**src/atpf_pkg.sv**
```systemverilog
package atpf_pkg;
    // APB register byte offsets
    localparam logic [7:0] OFS_TX_NEXT = 8'h00;
    localparam logic [7:0] OFS_TX_LAST = 8'h04;
    localparam logic [7:0] OFS_CTRL = 8'h08;
    localparam logic [7:0] OFS_STATUS = 8'h0c;
    localparam logic [7:0] OFS_HDR0 = 8'h10;
    localparam logic [7:0] OFS_DEST = 8'h14;
    localparam logic [7:0] OFS_OFFS_LO = 8'h18;
    localparam logic [7:0] OFS_QUAD4 = 8'h1c;
    localparam logic [7:0] OFS_COUNT = 8'h20;
    // First (header) quadlet field positions
    localparam int RESUME_BIT = 23;
    localparam int IMM_BIT = 22;
    localparam int SPD_LSB = 16;
    localparam int LABEL_LSB = 10;
    localparam int RETRY_LSB = 8;
    localparam int TRANSACTION_CODE_LSB = 4;
    localparam int PRI_LSB = 0;
    // Second quadlet field positions; LEN_LSB is in the fourth quadlet
    localparam int DEST_LSB = 16;
    localparam int RESPONSE_CODE_LSB = 12;
    localparam int LEN_LSB = 16;
    // Transaction codes
    localparam logic [3:0] TC_WR_QUAD = 4'h0;
    localparam logic [3:0] TC_WR_BLOCK = 4'h1;
    localparam logic [3:0] TC_WR_RESP = 4'h2;
    localparam logic [3:0] TC_RD_QUAD = 4'h4;
    localparam logic [3:0] TC_RD_BLOCK = 4'h5;
    localparam logic [3:0] TC_RD_QRESP = 4'h6;
    localparam logic [3:0] TC_RD_BRESP = 4'h7;
    localparam logic [3:0] TC_LOCK_REQ = 4'h9;
    localparam logic [3:0] TC_LOCK_RESP = 4'hb;
    localparam logic [1:0] SPD_ILLEGAL = 2'h3;
    localparam logic [31:0] CTRL_RST = 32'h0000_0000;
    typedef enum logic [1:0] {RATE_100, RATE_200, RATE_400, RATE_BAD} atpf_rate_t;
    typedef enum logic [1:0] {RETRY_1, RETRY_X, RETRY_A, RETRY_B} atpf_retry_t;
    typedef enum logic [1:0] {FMT_NODATA, FMT_QUAD, FMT_BLOCK, FMT_BAD} atpf_fmt_t;
endpackage

```
**src/atpf_formatter.sv**
```systemverilog
`timescale 1ns/100ps
module atpf_formatter (
    input wire logic clk_i,
    input wire logic resetn_i,
    input wire logic psel_i,
    input wire logic penable_i,
    input wire logic pwrite_i,
    input wire logic [7:0] paddr_i,
    input wire logic [31:0] pwdata_i,
    output logic [31:0] prdata_o,
    output logic pready_o,
    output logic pslverr_o,
    input wire logic bus_reset_i,
    output logic [31:0] tx_quad_o,
    output logic tx_valid_o,
    output logic tx_last_o,
    output logic [1:0] tx_speed_o,
    output logic tx_priority_arb_o
);
    typedef enum logic [2:0] {ST_HDR, ST_Q2, ST_Q3, ST_Q4, ST_PAY} atpf_state_t;

    logic rst_n;
    logic [2:0] brst_reg, brst_next;
    logic flush_reg, flush_next;
    logic drop_reg, drop_next;
    atpf_state_t state_reg, state_next;
    atpf_pkg::atpf_fmt_t fmt_reg, fmt_next;
    logic [31:0] hdr_reg, hdr_next;
    logic [31:0] dest_reg, dest_next;
    logic [31:0] offlo_reg, offlo_next;
    logic [31:0] q4_reg, q4_next;
    logic [13:0] remain_reg, remain_next;
    logic [15:0] sent_reg, sent_next;
    logic [15:0] dropped_reg, dropped_next;
    logic spd_err_reg, spd_err_next;
    logic [31:0] ctrl_reg, ctrl_next;
    logic [31:0] txq_reg, txq_next;
    logic txv_reg, txv_next;
    logic txl_reg, txl_next;
    logic [1:0] spd_reg, spd_next;
    logic pri_reg, pri_next;
    logic [31:0] rdata_reg, rdata_next;
    logic err_reg, err_next;
    logic wr_en, rd_en, is_fifo, is_last;
    logic ack_reg, ack_next;

    atpf_reset_sync u_rst (
        .clk_i(clk_i),
        .resetn_i(resetn_i),
        .rst_n_o(rst_n)
    );

    localparam logic [3:0] TC_WR_QUAD_L = atpf_pkg::TC_WR_QUAD;
    localparam logic [3:0] TC_WR_BLOCK_L = atpf_pkg::TC_WR_BLOCK;
    localparam logic [3:0] TC_WR_RESP_L = atpf_pkg::TC_WR_RESP;
    localparam logic [3:0] TC_RD_QUAD_L = atpf_pkg::TC_RD_QUAD;
    localparam logic [3:0] TC_RD_BLOCK_L = atpf_pkg::TC_RD_BLOCK;
    localparam logic [3:0] TC_RD_QRESP_L = atpf_pkg::TC_RD_QRESP;
    localparam logic [3:0] TC_RD_BRESP_L = atpf_pkg::TC_RD_BRESP;
    localparam logic [3:0] TC_LOCK_REQ_L = atpf_pkg::TC_LOCK_REQ;
    localparam logic [3:0] TC_LOCK_RESP_L = atpf_pkg::TC_LOCK_RESP;

    function automatic atpf_pkg::atpf_fmt_t fmt_of(input logic [3:0] tc);
        unique case (tc)
            TC_WR_RESP_L, TC_RD_QUAD_L: fmt_of = atpf_pkg::FMT_NODATA;
            TC_WR_QUAD_L, TC_RD_BLOCK_L, TC_RD_QRESP_L: fmt_of = atpf_pkg::FMT_QUAD;
            TC_WR_BLOCK_L, TC_RD_BRESP_L, TC_LOCK_REQ_L, TC_LOCK_RESP_L: begin
                fmt_of = atpf_pkg::FMT_BLOCK;
            end
            default: fmt_of = atpf_pkg::FMT_BAD;
        endcase
    endfunction

    // Bus reset is a pin: three-flop chain, acted on while stages 2 and 3 are both high
    assign brst_next = {brst_reg[1:0], bus_reset_i};

    assign is_fifo = (paddr_i == atpf_pkg::OFS_TX_NEXT) || (paddr_i == atpf_pkg::OFS_TX_LAST);
    assign is_last = (paddr_i == atpf_pkg::OFS_TX_LAST);
    // One wait state: reads are looked up in the first access cycle so the registered
    // data and error already stand at the pready edge; writes land at that edge
    assign wr_en = psel_i & penable_i & ack_reg & pwrite_i;
    assign rd_en = psel_i & penable_i & ~ack_reg & ~pwrite_i;
    assign pready_o = ack_reg;
    assign pslverr_o = err_reg;
    assign prdata_o = rdata_reg;
    assign tx_quad_o = txq_reg;
    assign tx_valid_o = txv_reg;
    assign tx_last_o = txl_reg;
    assign tx_speed_o = spd_reg;
    assign tx_priority_arb_o = pri_reg;

    always_comb begin
        state_next = state_reg;
        fmt_next = fmt_reg;
        hdr_next = hdr_reg;
        dest_next = dest_reg;
        offlo_next = offlo_reg;
        q4_next = q4_reg;
        remain_next = remain_reg;
        sent_next = sent_reg;
        dropped_next = dropped_reg;
        spd_err_next = spd_err_reg;
        ctrl_next = ctrl_reg;
        flush_next = flush_reg;
        drop_next = drop_reg;
        txq_next = txq_reg;
        txv_next = 1'b0;
        txl_next = 1'b0;
        spd_next = spd_reg;
        pri_next = pri_reg;
        rdata_next = 32'h0000_0000;
        err_next = 1'b0;
        ack_next = psel_i & penable_i & ~ack_reg;
        // Holding bus reset keeps flushing; the set wins over any resume header
        if (brst_reg[1] & brst_reg[2]) begin
            flush_next = 1'b1;
        end
        if (wr_en && paddr_i == atpf_pkg::OFS_CTRL) begin
            ctrl_next = pwdata_i;
            if (pwdata_i[0]) begin
                sent_next = 16'h0000;
                dropped_next = 16'h0000;
                spd_err_next = 1'b0;
            end
        end
        if (wr_en && is_fifo) begin
            unique case (state_reg)
                ST_HDR: begin
                    hdr_next = pwdata_i;
                    fmt_next = fmt_of(pwdata_i[atpf_pkg::TRANSACTION_CODE_LSB +: 4]);
                    // A resume header re-enables transmit and is itself sent
                    if (flush_reg && !pwdata_i[atpf_pkg::RESUME_BIT]) begin
                        drop_next = 1'b1;
                    end else begin
                        drop_next = 1'b0;
                        if (!(brst_reg[1] & brst_reg[2])) begin
                            flush_next = 1'b0;
                        end
                    end
                    state_next = ST_Q2;
                end
                ST_Q2: begin
                    dest_next = pwdata_i;
                    state_next = ST_Q3;
                end
                ST_Q3: begin
                    offlo_next = pwdata_i;
                    state_next = (fmt_reg == atpf_pkg::FMT_NODATA) ? ST_HDR : ST_Q4;
                end
                ST_Q4: begin
                    q4_next = pwdata_i;
                    // Length rounded up to whole quadlets; host supplies zero padding
                    remain_next = pwdata_i[atpf_pkg::LEN_LSB + 2 +: 14]
                        + 14'(pwdata_i[atpf_pkg::LEN_LSB +: 2] != 2'h0);
                    state_next = (fmt_reg == atpf_pkg::FMT_BLOCK && !is_last) ? ST_PAY : ST_HDR;
                end
                ST_PAY: begin
                    remain_next = remain_reg - 14'h1;
                    state_next = is_last ? ST_HDR : ST_PAY;
                end
                default: state_next = ST_HDR;
            endcase
            // Last-register write always closes the packet
            if (is_last) begin
                state_next = ST_HDR;
            end
            if (!drop_next) begin
                txq_next = pwdata_i;
                txv_next = 1'b1;
                txl_next = is_last;
                if (state_reg == ST_HDR) begin
                    spd_next = pwdata_i[atpf_pkg::SPD_LSB +: 2];
                    pri_next = pwdata_i[atpf_pkg::PRI_LSB +: 4] != 4'h0;
                    if (pwdata_i[atpf_pkg::SPD_LSB +: 2] == atpf_pkg::SPD_ILLEGAL) begin
                        spd_err_next = 1'b1;
                    end
                end
                if (is_last) begin
                    sent_next = sent_reg + 16'h1;
                end
            end else if (is_last) begin
                dropped_next = dropped_reg + 16'h1;
            end
        end
        if (rd_en) begin
            unique case (paddr_i)
                atpf_pkg::OFS_CTRL: rdata_next = ctrl_reg;
                atpf_pkg::OFS_STATUS: rdata_next = {24'h0, 1'b0, fmt_reg, state_reg,
                    drop_reg, flush_reg} | {2'h0, remain_reg, spd_err_reg, 15'h0};
                atpf_pkg::OFS_HDR0: rdata_next = hdr_reg;
                atpf_pkg::OFS_DEST: rdata_next = dest_reg;
                atpf_pkg::OFS_OFFS_LO: rdata_next = offlo_reg;
                atpf_pkg::OFS_QUAD4: rdata_next = q4_reg;
                atpf_pkg::OFS_COUNT: rdata_next = {dropped_reg, sent_reg};
                atpf_pkg::OFS_TX_NEXT, atpf_pkg::OFS_TX_LAST: rdata_next = 32'h0000_0000;
                default: err_next = 1'b1;
            endcase
        end
        if (psel_i && penable_i && !ack_reg && pwrite_i && !is_fifo
            && paddr_i != atpf_pkg::OFS_CTRL) begin
            err_next = 1'b1;
        end
    end

    always_ff @(posedge clk_i or negedge rst_n) begin
        if (!rst_n) begin
            brst_reg <= 3'h0;
            flush_reg <= 1'b0;
            drop_reg <= 1'b0;
            state_reg <= ST_HDR;
            fmt_reg <= atpf_pkg::FMT_NODATA;
            hdr_reg <= 32'h0000_0000;
            dest_reg <= 32'h0000_0000;
            offlo_reg <= 32'h0000_0000;
            q4_reg <= 32'h0000_0000;
            remain_reg <= 14'h0;
            sent_reg <= 16'h0;
            dropped_reg <= 16'h0;
            spd_err_reg <= 1'b0;
            ctrl_reg <= atpf_pkg::CTRL_RST;
            txq_reg <= 32'h0000_0000;
            txv_reg <= 1'b0;
            txl_reg <= 1'b0;
            spd_reg <= 2'h0;
            pri_reg <= 1'b0;
            rdata_reg <= 32'h0000_0000;
            err_reg <= 1'b0;
            ack_reg <= 1'b0;
        end else begin
            brst_reg <= brst_next;
            flush_reg <= flush_next;
            drop_reg <= drop_next;
            state_reg <= state_next;
            fmt_reg <= fmt_next;
            hdr_reg <= hdr_next;
            dest_reg <= dest_next;
            offlo_reg <= offlo_next;
            q4_reg <= q4_next;
            remain_reg <= remain_next;
            sent_reg <= sent_next;
            dropped_reg <= dropped_next;
            spd_err_reg <= spd_err_next;
            ctrl_reg <= ctrl_next;
            txq_reg <= txq_next;
            txv_reg <= txv_next;
            txl_reg <= txl_next;
            spd_reg <= spd_next;
            pri_reg <= pri_next;
            rdata_reg <= rdata_next;
            err_reg <= err_next;
            ack_reg <= ack_next;
        end
    end
endmodule

```
**src/atpf_reset_sync.sv**
```systemverilog
`timescale 1ns/100ps
module atpf_reset_sync (
    input wire logic clk_i,
    input wire logic resetn_i,
    output logic rst_n_o
);
    logic [1:0] sync_reg;
    logic [1:0] sync_next;

    always_comb begin
        sync_next = {sync_reg[0], 1'b1};
    end

    always_ff @(posedge clk_i or negedge resetn_i) begin
        if (!resetn_i) begin
            sync_reg <= 2'h0;
        end else begin
            sync_reg <= sync_next;
        end
    end

    assign rst_n_o = sync_reg[1];
endmodule

```
**config.mk**
```make
export PLATFORM = sky130hd
export DESIGN_NAME = atpf_formatter
export DESIGN_NICKNAME = d
export VERILOG_FILES = /design/src/atpf_pkg.sv /design/src/atpf_formatter.sv /design/src/atpf_reset_sync.sv
export SDC_FILE = /design/constraint.sdc
export NUM_CORES = 1
export LEC_CHECK = 0
export BUFFER_PORTS_ARGS = -buffer_cell sky130_fd_sc_hd__buf_2
export CAP_MARGIN = 0
export CORE_ASPECT_RATIO = 1.4
export CORE_MARGIN = 8
export CORE_UTILIZATION = 54
export CTS_CLUSTER_DIAMETER = 200
export DETAILED_ROUTE_END_ITERATION = 8
export PLACE_DENSITY = 0.73
export SYNTH_ARGS = -nofsm -noshare
export SYNTH_HDL_FRONTEND = slang
export SYNTH_SLANG_ARGS = --single-unit
```
**constraint.sdc**
```tcl
create_clock -name clk_i -period 9.2 [get_ports clk_i]
set_input_delay 0.92 -clock clk_i [delete_from_list [all_inputs] [get_ports clk_i]]
set_output_delay 0.92 -clock clk_i [all_outputs]
set_load 0.03 [all_outputs]
```
==> results of run 1 <==
## path summary, 6_finish.rpt
check                                  startpoint                end  slack (ps)  cells past startpoint
worst max register to register           pready_o       state_reg[2]        6250                      5
worst max-delay path                   paddr_i[3]       state_reg[2]        5720                      6
max in group asynchronous       u_rst.sync_reg[1]         hdr_reg[5]        7240                      1
min in group clk_i                    brst_reg[0]        brst_reg[1]         350                      0
worst min register to register        brst_reg[0]        brst_reg[1]         350                      0
worst min-delay path                     resetn_i  u_rst.sync_reg[1]         140                      1
## area by class of cell
type | instances | area [um2] | area share
timing repair buffer | 141 | 768 | 0.0508
clock buffer | 40 | 857 | 0.0567
inverter | 16 | 60.1 | 0.00397
clock inverter | 11 | 135 | 0.00894
tap | 310 | 388 | 0.0257
multi-input combinational | 863 | 5640 | 0.373
sequential | 290 | 7260 | 0.481
## metal layers
metal  up-vias  track usage  part of all wire
met5         -            0           0.00026
met4         2        0.103             0.038
met3        99       0.0420             0.079
met2       445        0.436              0.50
met1      5160        0.310              0.38
li1       4635            -                 -
## synth_stat cells (16+ instances only)
cell type / number
nor3_1: 16
a22oi_1: 36
nand3_1: 45
mux2_2: 135
mux2i_1: 16
clkbuf_1: 65
nor2_1: 68
o21ai_0: 56
a21oi_1: 57
nand2_1: 245
dfrtp_1: 290
inv_1: 16
## power breakdown
group	leakage, nW	internal, mW	total [mW]	switching [mW]
Combinational	2.85	0.0245	0.100	0.0756
Clock	0.491	0.729	1.22	0.487
Sequential	4.00	1.28	1.29	0.00757
Total	7.34	2.03	2.60	0.570
## worst max-delay path, stage by stage
cell	delay, ps
buf_2	370
or3_1	660
nor3_2	320
nand3_2	940
nor4b_1	580
a221o_1	170
## kinds of logic after synthesis
family | count (synthesis)
adder cells (fa/ha/maj) | 6
AO/OA/AOI/OAI | 235
buffers and inverters | 100
other | 1
flip-flops | 290
XOR/XNOR | 15
AND/OR/NAND/NOR | 450
multiplexers | 156
==> report_table.html, run 1 <==
<table>
<tr><th>Metric</th><th>Value</th></tr>
<tr><th colspan="2">Placement</th></tr>
<tr><td>Placement-stage cell area</td><td>14100 um2</td></tr>
<tr><td>Worst slack after detailed placement</td><td>5240 ps</td></tr>
<tr><td>GPL Wtd Cong</td><td>0.946</td></tr>
<tr><td>IO buf count</td><td>116</td></tr>
<tr><td>Cell count after placement</td><td>1620</td></tr>
<tr><td>Post-detail-place hpwl</td><td>25800 um</td></tr>
<tr><th colspan="2">Global route</th></tr>
<tr><td>Number of antenna violations at the first check in global routing</td><td>1</td></tr>
<tr><td>Via count of the first global-routing pass</td><td>10500</td></tr>
<tr><td>Pin count of the biggest net entering global routing</td><td>81</td></tr>
<tr><td>Total overflow reported by the global router</td><td>0</td></tr>
<tr><td>Global-route wire length before repair</td><td>59500 um</td></tr>
<tr><td>Overall Global Routing Usage</td><td>0.254</td></tr>
<tr><th colspan="2">Drt</th></tr>
<tr><td>Vias per cell</td><td>6.19</td></tr>
<tr><td>Number of detailed-routing iterations run before antenna repair</td><td>6</td></tr>
<tr><td>Total wire length</td><td>38000 um</td></tr>
<tr><td>Antenna-violating nets left</td><td>0</td></tr>
<tr><td>Remaining DRCs</td><td>0</td></tr>
<tr><td>Routed len/inst</td><td>22.8 um</td></tr>
<tr><td>Via count of the routed design</td><td>10300</td></tr>
<tr><td>Drt initial violations</td><td>843</td></tr>
<tr><th colspan="2">Synth</th></tr>
<tr><td>Post-synthesis adder-cell area fraction</td><td>0.00568</td></tr>
<tr><td>FFs w/ async S/R, synth</td><td>1.00</td></tr>
<tr><td>Mapped Nets</td><td>1305</td></tr>
<tr><td>Synth Area in Compound Gates</td><td>0.115</td></tr>
<tr><td>XOR/XNOR share of the synthesized area</td><td>0.00994</td></tr>
<tr><td>Top FF cell, synth</td><td>dfrtp_1</td></tr>
<tr><td>Synthesized-area fraction occupied by and/or/nand/nor cells</td><td>0.155</td></tr>
<tr><td>Register area share after synthesis</td><td>0.549</td></tr>
<tr><td>Number of unique standard cell types used by synthesis</td><td>57</td></tr>
<tr><td>Area share of the largest cell type after synthesis</td><td>0.549</td></tr>
<tr><td>Netlist Area Pre-Place</td><td>13200 um2</td></tr>
<tr><td>Post-synth EDFFs</td><td>0</td></tr>
<tr><td>Share of synthesized area spent on multiplexers</td><td>0.136</td></tr>
<tr><td>Leading cell types by total area after synthesis</td><td>dfrtp_1 55%, mux2_2 12%, nand2_1 7.0%</td></tr>
<tr><td>Synthesized netlist cell count</td><td>1253</td></tr>
<tr><td>Most area-hungry cell type in the Yosys netlist</td><td>dfrtp_1</td></tr>
<tr><td>Synthesis Warnings</td><td>0</td></tr>
<tr><td>Main combinational cell family by area after synthesis</td><td>simple AND/OR/NAND/NOR gates</td></tr>
<tr><td>Post-synthesis average cell area</td><td>10.5 um2</td></tr>
<tr><td>Post-synthesis register bit count</td><td>290</td></tr>
<tr><th colspan="2">Floorplan</th></tr>
<tr><td>Boundary pin count</td><td>117</td></tr>
<tr><td>Die Y-Extent</td><td>201 um</td></tr>
<tr><td>Initial Utilization</td><td>0.551</td></tr>
<tr><td>DIE WIDTH</td><td>148 um</td></tr>
<tr><td>Placeable Area</td><td>24000 um2</td></tr>
<tr><td>Cell row count</td><td>67</td></tr>
<tr><td>Total Die Area</td><td>29800 um2</td></tr>
<tr><th colspan="2">Timing</th></tr>
<tr><td>Final setup viols</td><td>0</td></tr>
<tr><td>Actual transition at the worst max-transition pin</td><td>1180 ps</td></tr>
<tr><td>Final Max Tran Viols</td><td>0</td></tr>
<tr><td>Worst-case hold slack</td><td>144 ps</td></tr>
<tr><td>Setup repair after global routing missed its margin</td><td>false</td></tr>
<tr><td>Worst Skew</td><td>15.0 ps</td></tr>
<tr><td>Worst Slack Setup Final</td><td>5720 ps</td></tr>
<tr><td>Setup tns final</td><td>0 ps</td></tr>
<tr><td>Hold Violations, Final</td><td>0</td></tr>
<tr><td>Final period demand of the worst path</td><td>3480 ps</td></tr>
<tr><td>Final period utilization</td><td>0.379</td></tr>
<tr><td>Peak Freq</td><td>287 MHz</td></tr>
<tr><td>Max transition margin</td><td>0.213</td></tr>
<tr><th colspan="2">Final layout</th></tr>
<tr><td>Final instance area</td><td>15100 um2</td></tr>
<tr><td>Fraction of layout instances using a drive strength above 1</td><td>0.261</td></tr>
<tr><td>Number of nets in the finished design</td><td>1392</td></tr>
<tr><td>Final antenna diode count</td><td>0</td></tr>
<tr><td>Leading cell type in the layout, fill and taps excluded</td><td>dfrtp_1</td></tr>
<tr><td>Final design utilization</td><td>0.630</td></tr>
<tr><td>Finished Layout Cells</td><td>1671</td></tr>
<tr><td>Syn-to-layout area delta</td><td>14.3%</td></tr>
<tr><td>Fill cells</td><td>1956</td></tr>
<tr><td>Highest-count cells in the layout ignoring fill and taps</td><td>289 x dfrtp_1, 245 x nand2_1, 135 x mux2_2</td></tr>
<tr><th colspan="2">Pwr</th></tr>
<tr><td>Cell leakage power</td><td>7.34 nW</td></tr>
<tr><td>Power per standard cell area</td><td>172 nW/um2</td></tr>
<tr><td>Peak ir drop on the vdd network</td><td>0.135 mV</td></tr>
<tr><td>Overall Power</td><td>2.60 mW</td></tr>
<tr><th colspan="2">Run status</th></tr>
<tr><td>Run status</td><td>completed</td></tr>
<tr><th colspan="2">Min path</th></tr>
<tr><td>Type of the most critical hold path</td><td>in2async</td></tr>
<tr><th colspan="2">Setup path</th></tr>
<tr><td>Setup crit end kind</td><td>register</td></tr>
<tr><td>Crit path kind</td><td>in2reg</td></tr>
<tr><td>Critical Path RT</td><td>9690 ps</td></tr>
<tr><td>Data arrival at the endpoint of the critical path</td><td>3970 ps</td></tr>
<tr><td>Critical path fanouts, max</td><td>37</td></tr>
<tr><td>Startpoint types</td><td>input port</td></tr>
<tr><th colspan="2">Clock network</th></tr>
<tr><td>Post-CTS Setup Inserts</td><td>0</td></tr>
<tr><td>TritonCTS clock tree</td><td>yes</td></tr>
<tr><td>Worst-skew pair later-pin latency</td><td>550 ps</td></tr>
<tr><td>Quantity of gates resized following cts</td><td>0</td></tr>
<tr><td>Hold buffer count at cts</td><td>0</td></tr>
<tr><td>Count of H-tree levels built during CTS</td><td>1</td></tr>
<tr><td>Clock Tree Buf Depth</td><td>3</td></tr>
<tr><td>CTS sink count</td><td>290</td></tr>
<tr><td>Number of buffers inserted during clock tree synthesis</td><td>28</td></tr>
<tr><td>Buffer type at the clock tree root</td><td>clkbuf_16</td></tr>
<tr><td>Clock-pin slew on the worst setup and hold paths</td><td>70 ps</td></tr>
<tr><th colspan="2">Run</th></tr>
<tr><td>Reported max-cap violation count</td><td>0</td></tr>
</table>
(Power assumes the default switching activity.)
==> run 2: changes to the inputs <==
==> constraint.sdc (replaced) <==
create_clock -name clk_i -period 2.96 [get_ports clk_i]
set_input_delay 0.296 -clock clk_i [delete_from_list [all_inputs] [get_ports clk_i]]
set_output_delay 0.296 -clock clk_i [all_outputs]
set_load 0.03 [all_outputs]
==> run 2 against run 1 <==
Effect of this change: critical endpoint is now sent_reg[7]; clock skew increased by 6.6 ps; sequential power grew to 3.1 times the previous value; design area is 2.3% higher; final cell count increased by 2.6%; global-route usage increased by 0.81 points.
==> report_table.html, run 2 (same netlist as run 1, synthesis figures left out) <==
<table>
<tr><th>Metric</th><th>Value</th></tr>
<tr><th colspan="2">Run status</th></tr>
<tr><td>Run status</td><td>completed</td></tr>
<tr><th colspan="2">Setup path</th></tr>
<tr><td>Data arrival at the endpoint of the critical path</td><td>2930 ps</td></tr>
<tr><td>Worst r2r dst</td><td>sent_reg[7]</td></tr>
<tr><td>Critical Path RT</td><td>3410 ps</td></tr>
<tr><td>Startpoint types</td><td>register</td></tr>
<tr><td>Cell type of the slowest stage on the worst timing path</td><td>dfrtp_1</td></tr>
<tr><td>Depth of the worst register-to-register path</td><td>6</td></tr>
<tr><td>Number of buffers and inverters on the critical path</td><td>1</td></tr>
<tr><td>Delay of the slowest cell on the worst path</td><td>510 ps</td></tr>
<tr><td>Reg-to-Reg Start</td><td>state_reg[0]</td></tr>
<tr><td>Kind of cell adding the most delay to the critical path</td><td>simple AND/OR/NAND/NOR gates</td></tr>
<tr><td>Setup crit end kind</td><td>register</td></tr>
<tr><td>Crit path kind</td><td>reg2reg</td></tr>
<tr><td>Critical path cell sequence</td><td>nor3_1, buf_4, mux2i_1, nand4_1, or3_1, a21oi_1</td></tr>
<tr><td>Critical path fanouts, max</td><td>12</td></tr>
<tr><td>Setup slack, reg-to-reg</td><td>480 ps</td></tr>
<tr><th colspan="2">Timing</th></tr>
<tr><td>Setup tns final</td><td>0 ps</td></tr>
<tr><td>Worst Slack Setup Final</td><td>480 ps</td></tr>
<tr><td>Actual transition at the worst max-transition pin</td><td>1130 ps</td></tr>
<tr><td>Hold Violations, Final</td><td>0</td></tr>
<tr><td>Worst Skew</td><td>21.6 ps</td></tr>
<tr><td>Worst-case hold slack</td><td>14.3 ps</td></tr>
<tr><td>Final setup viols</td><td>0</td></tr>
<tr><td>Final period demand of the worst path</td><td>2480 ps</td></tr>
<tr><td>Peak Freq</td><td>403 MHz</td></tr>
<tr><td>Final period utilization</td><td>0.838</td></tr>
<tr><td>Setup repair after global routing missed its margin</td><td>false</td></tr>
<tr><td>Max transition margin</td><td>0.242</td></tr>
<tr><td>Final Max Tran Viols</td><td>0</td></tr>
<tr><th colspan="2">Placement</th></tr>
<tr><td>Post-detail-place hpwl</td><td>27500 um</td></tr>
<tr><td>IO buf count</td><td>116</td></tr>
<tr><td>GPL Wtd Cong</td><td>0.938</td></tr>
<tr><td>Worst slack after detailed placement</td><td>282 ps</td></tr>
<tr><th colspan="2">Floorplan</th></tr>
<tr><td>Boundary pin count</td><td>117</td></tr>
<tr><td>Total Die Area</td><td>29800 um2</td></tr>
<tr><td>DIE WIDTH</td><td>148 um</td></tr>
<tr><td>Initial Utilization</td><td>0.551</td></tr>
<tr><td>Cell row count</td><td>67</td></tr>
<tr><td>Placeable Area</td><td>24000 um2</td></tr>
<tr><td>Die Y-Extent</td><td>201 um</td></tr>
<tr><th colspan="2">Min path</th></tr>
<tr><td>Type of the most critical hold path</td><td>in2reg</td></tr>
<tr><td>Sink of the worst hold path</td><td>hdr_reg[14]</td></tr>
<tr><td>Hold Startpoint</td><td>pwdata_i[14]</td></tr>
<tr><td>Hold Path Cell Cnt</td><td>3</td></tr>
<tr><th colspan="2">Clock network</th></tr>
<tr><td>Worst-skew pair later-pin latency</td><td>550 ps</td></tr>
<tr><td>Count of H-tree levels built during CTS</td><td>1</td></tr>
<tr><td>TritonCTS clock tree</td><td>yes</td></tr>
<tr><td>Quantity of gates resized following cts</td><td>0</td></tr>
<tr><td>Buffer type at the clock tree root</td><td>clkbuf_16</td></tr>
<tr><td>Clock Tree Buf Depth</td><td>3</td></tr>
<tr><td>Number of buffers inserted during clock tree synthesis</td><td>27</td></tr>
<tr><td>CTS sink count</td><td>290</td></tr>
<tr><td>Clock-pin slew on the worst setup and hold paths</td><td>70 ps</td></tr>
<tr><th colspan="2">Final layout</th></tr>
<tr><td>Syn-to-layout area delta</td><td>16.9%</td></tr>
<tr><td>Final design utilization</td><td>0.644</td></tr>
<tr><td>Number of nets in the finished design</td><td>1434</td></tr>
<tr><td>Leading cell type in the layout, fill and taps excluded</td><td>dfrtp_1</td></tr>
<tr><td>Fraction of layout instances using a drive strength above 1</td><td>0.279</td></tr>
<tr><td>Highest-count cells in the layout ignoring fill and taps</td><td>289 x dfrtp_1, 245 x nand2_1, 135 x mux2_2</td></tr>
<tr><th colspan="2">Global route</th></tr>
<tr><td>Number of antenna violations at the first check in global routing</td><td>3</td></tr>
<tr><td>Total overflow reported by the global router</td><td>0</td></tr>
<tr><td>Via count of the first global-routing pass</td><td>10800</td></tr>
<tr><td>Global-route wire length before repair</td><td>61400 um</td></tr>
<tr><td>Overall Global Routing Usage</td><td>0.262</td></tr>
<tr><td>Pin count of the biggest net entering global routing</td><td>62</td></tr>
<tr><th colspan="2">Drt</th></tr>
<tr><td>Remaining DRCs</td><td>0</td></tr>
<tr><td>Routed len/inst</td><td>22.9 um</td></tr>
<tr><td>Vias per cell</td><td>6.18</td></tr>
<tr><td>Total wire length</td><td>39300 um</td></tr>
<tr><td>Antenna-violating nets left</td><td>0</td></tr>
<tr><td>Via count of the routed design</td><td>10600</td></tr>
<tr><td>Drt initial violations</td><td>812</td></tr>
<tr><td>Number of detailed-routing iterations run before antenna repair</td><td>6</td></tr>
<tr><th colspan="2">Pwr</th></tr>
<tr><td>Cell leakage power</td><td>7.53 nW</td></tr>
<tr><td>Power per standard cell area</td><td>514 nW/um2</td></tr>
<tr><td>Peak ir drop on the vdd network</td><td>0.423 mV</td></tr>
<tr><th colspan="2">Run</th></tr>
<tr><td>Reported max-cap violation count</td><td>0</td></tr>
</table>
==> run 2: changes by cell type in the layout (fill, tap and decap cells not counted) <==
cell | before | now
buf_4 | 25 | 59
buf_12 | 0 | 7
clkbuf_8 | 9 | 4
clkbuf_1 | 2 | 5
clkbuf_16 | 29 | 27
dlygate4sd3_1 | 0 | 2
clkinv_2 | 6 | 5
clkinv_4 | 0 | 1
clkinvlp_4 | 2 | 3
diode_2 | 0 | 1
inv_6 | 0 | 1
inv_8 | 0 | 1
==> run 2: timing repair <==
| action | CTS | global route |
|---|---|---|
| hold buffers | 2 | 0 |
| buffers inserted | 0 | 0 |
| endpoints found under the hold margin | 3 | 0 |
==> run 2: worst reg2reg max path: cells and delay by family (launching register included) <==
family	cells	cell delay (ps)
multiplexers	1	390
buffers and inverters	1	160
flip-flops	1	510
AO/OA/AOI/OAI	1	180
AND/OR/NAND/NOR	3	1140
==> run 2: worst max-delay path by stage <==
stage                     slack [ps]  depth (start not counted)              start           to
final                            480                          6       state_reg[0]  sent_reg[7]
after global routing             300                          6       state_reg[0]  sent_reg[7]
after CTS                        570                          6       state_reg[0]  sent_reg[7]
after detailed placement         280                          6         paddr_i[7]  sent_reg[7]
after global placement           350                          6         paddr_i[7]  sent_reg[9]
after floorplan                   70                          0  u_rst.sync_reg[1]  brst_reg[0]
==> run 2: routing by layer <==
| layer | vias up | GRT usage | routed length (um) |
|---|---|---|---|
| li1 | 4717 | - | - |
| met1 | 5316 | 0.317 | 14800 |
| met2 | 443 | 0.440 | 19600 |
| met3 | 115 | 0.0483 | 3040 |
| met4 | 4 | 0.128 | 1870 |
| met5 | - | 0 | 22 |
==> run 2: cell type report <==
type,instances,area [um2]
Tap cell,310,388
Clock inverter,14,166
Antenna cell,1,2.50
Timing Repair Buffer,184,1180
Sequential cell,290,7260
Multi-Input combinational cell,863,5640
Inverter,16,60.1
Fill cell,1962,8520
Clock buffer,36,749
==> run 2: per-stage QoR <==
stage | cell area (um2) | total power, mW | cells
4_1_cts | 15400 | 7.98 | 1713
2_1_floorplan | 13200 | 4.24 | 1253
3_5_place_dp | 14500 | 4.42 | 1661
5_1_grt | 15500 | 8.17 | 1714
3_3_place_gp | 14500 | 4.41 | 1661
6_report | 15500 | 7.94 | 1714
==> run 2: where the power goes <==
group	internal (mW)	total, mW	switching (mW)	leakage [nW]
clock	2.06	3.60	1.54	0.444
combinational	0.0996	0.347	0.247	3.08
sequential	3.97	4.00	0.0227	4.00
total	6.13	7.94	1.81	7.53
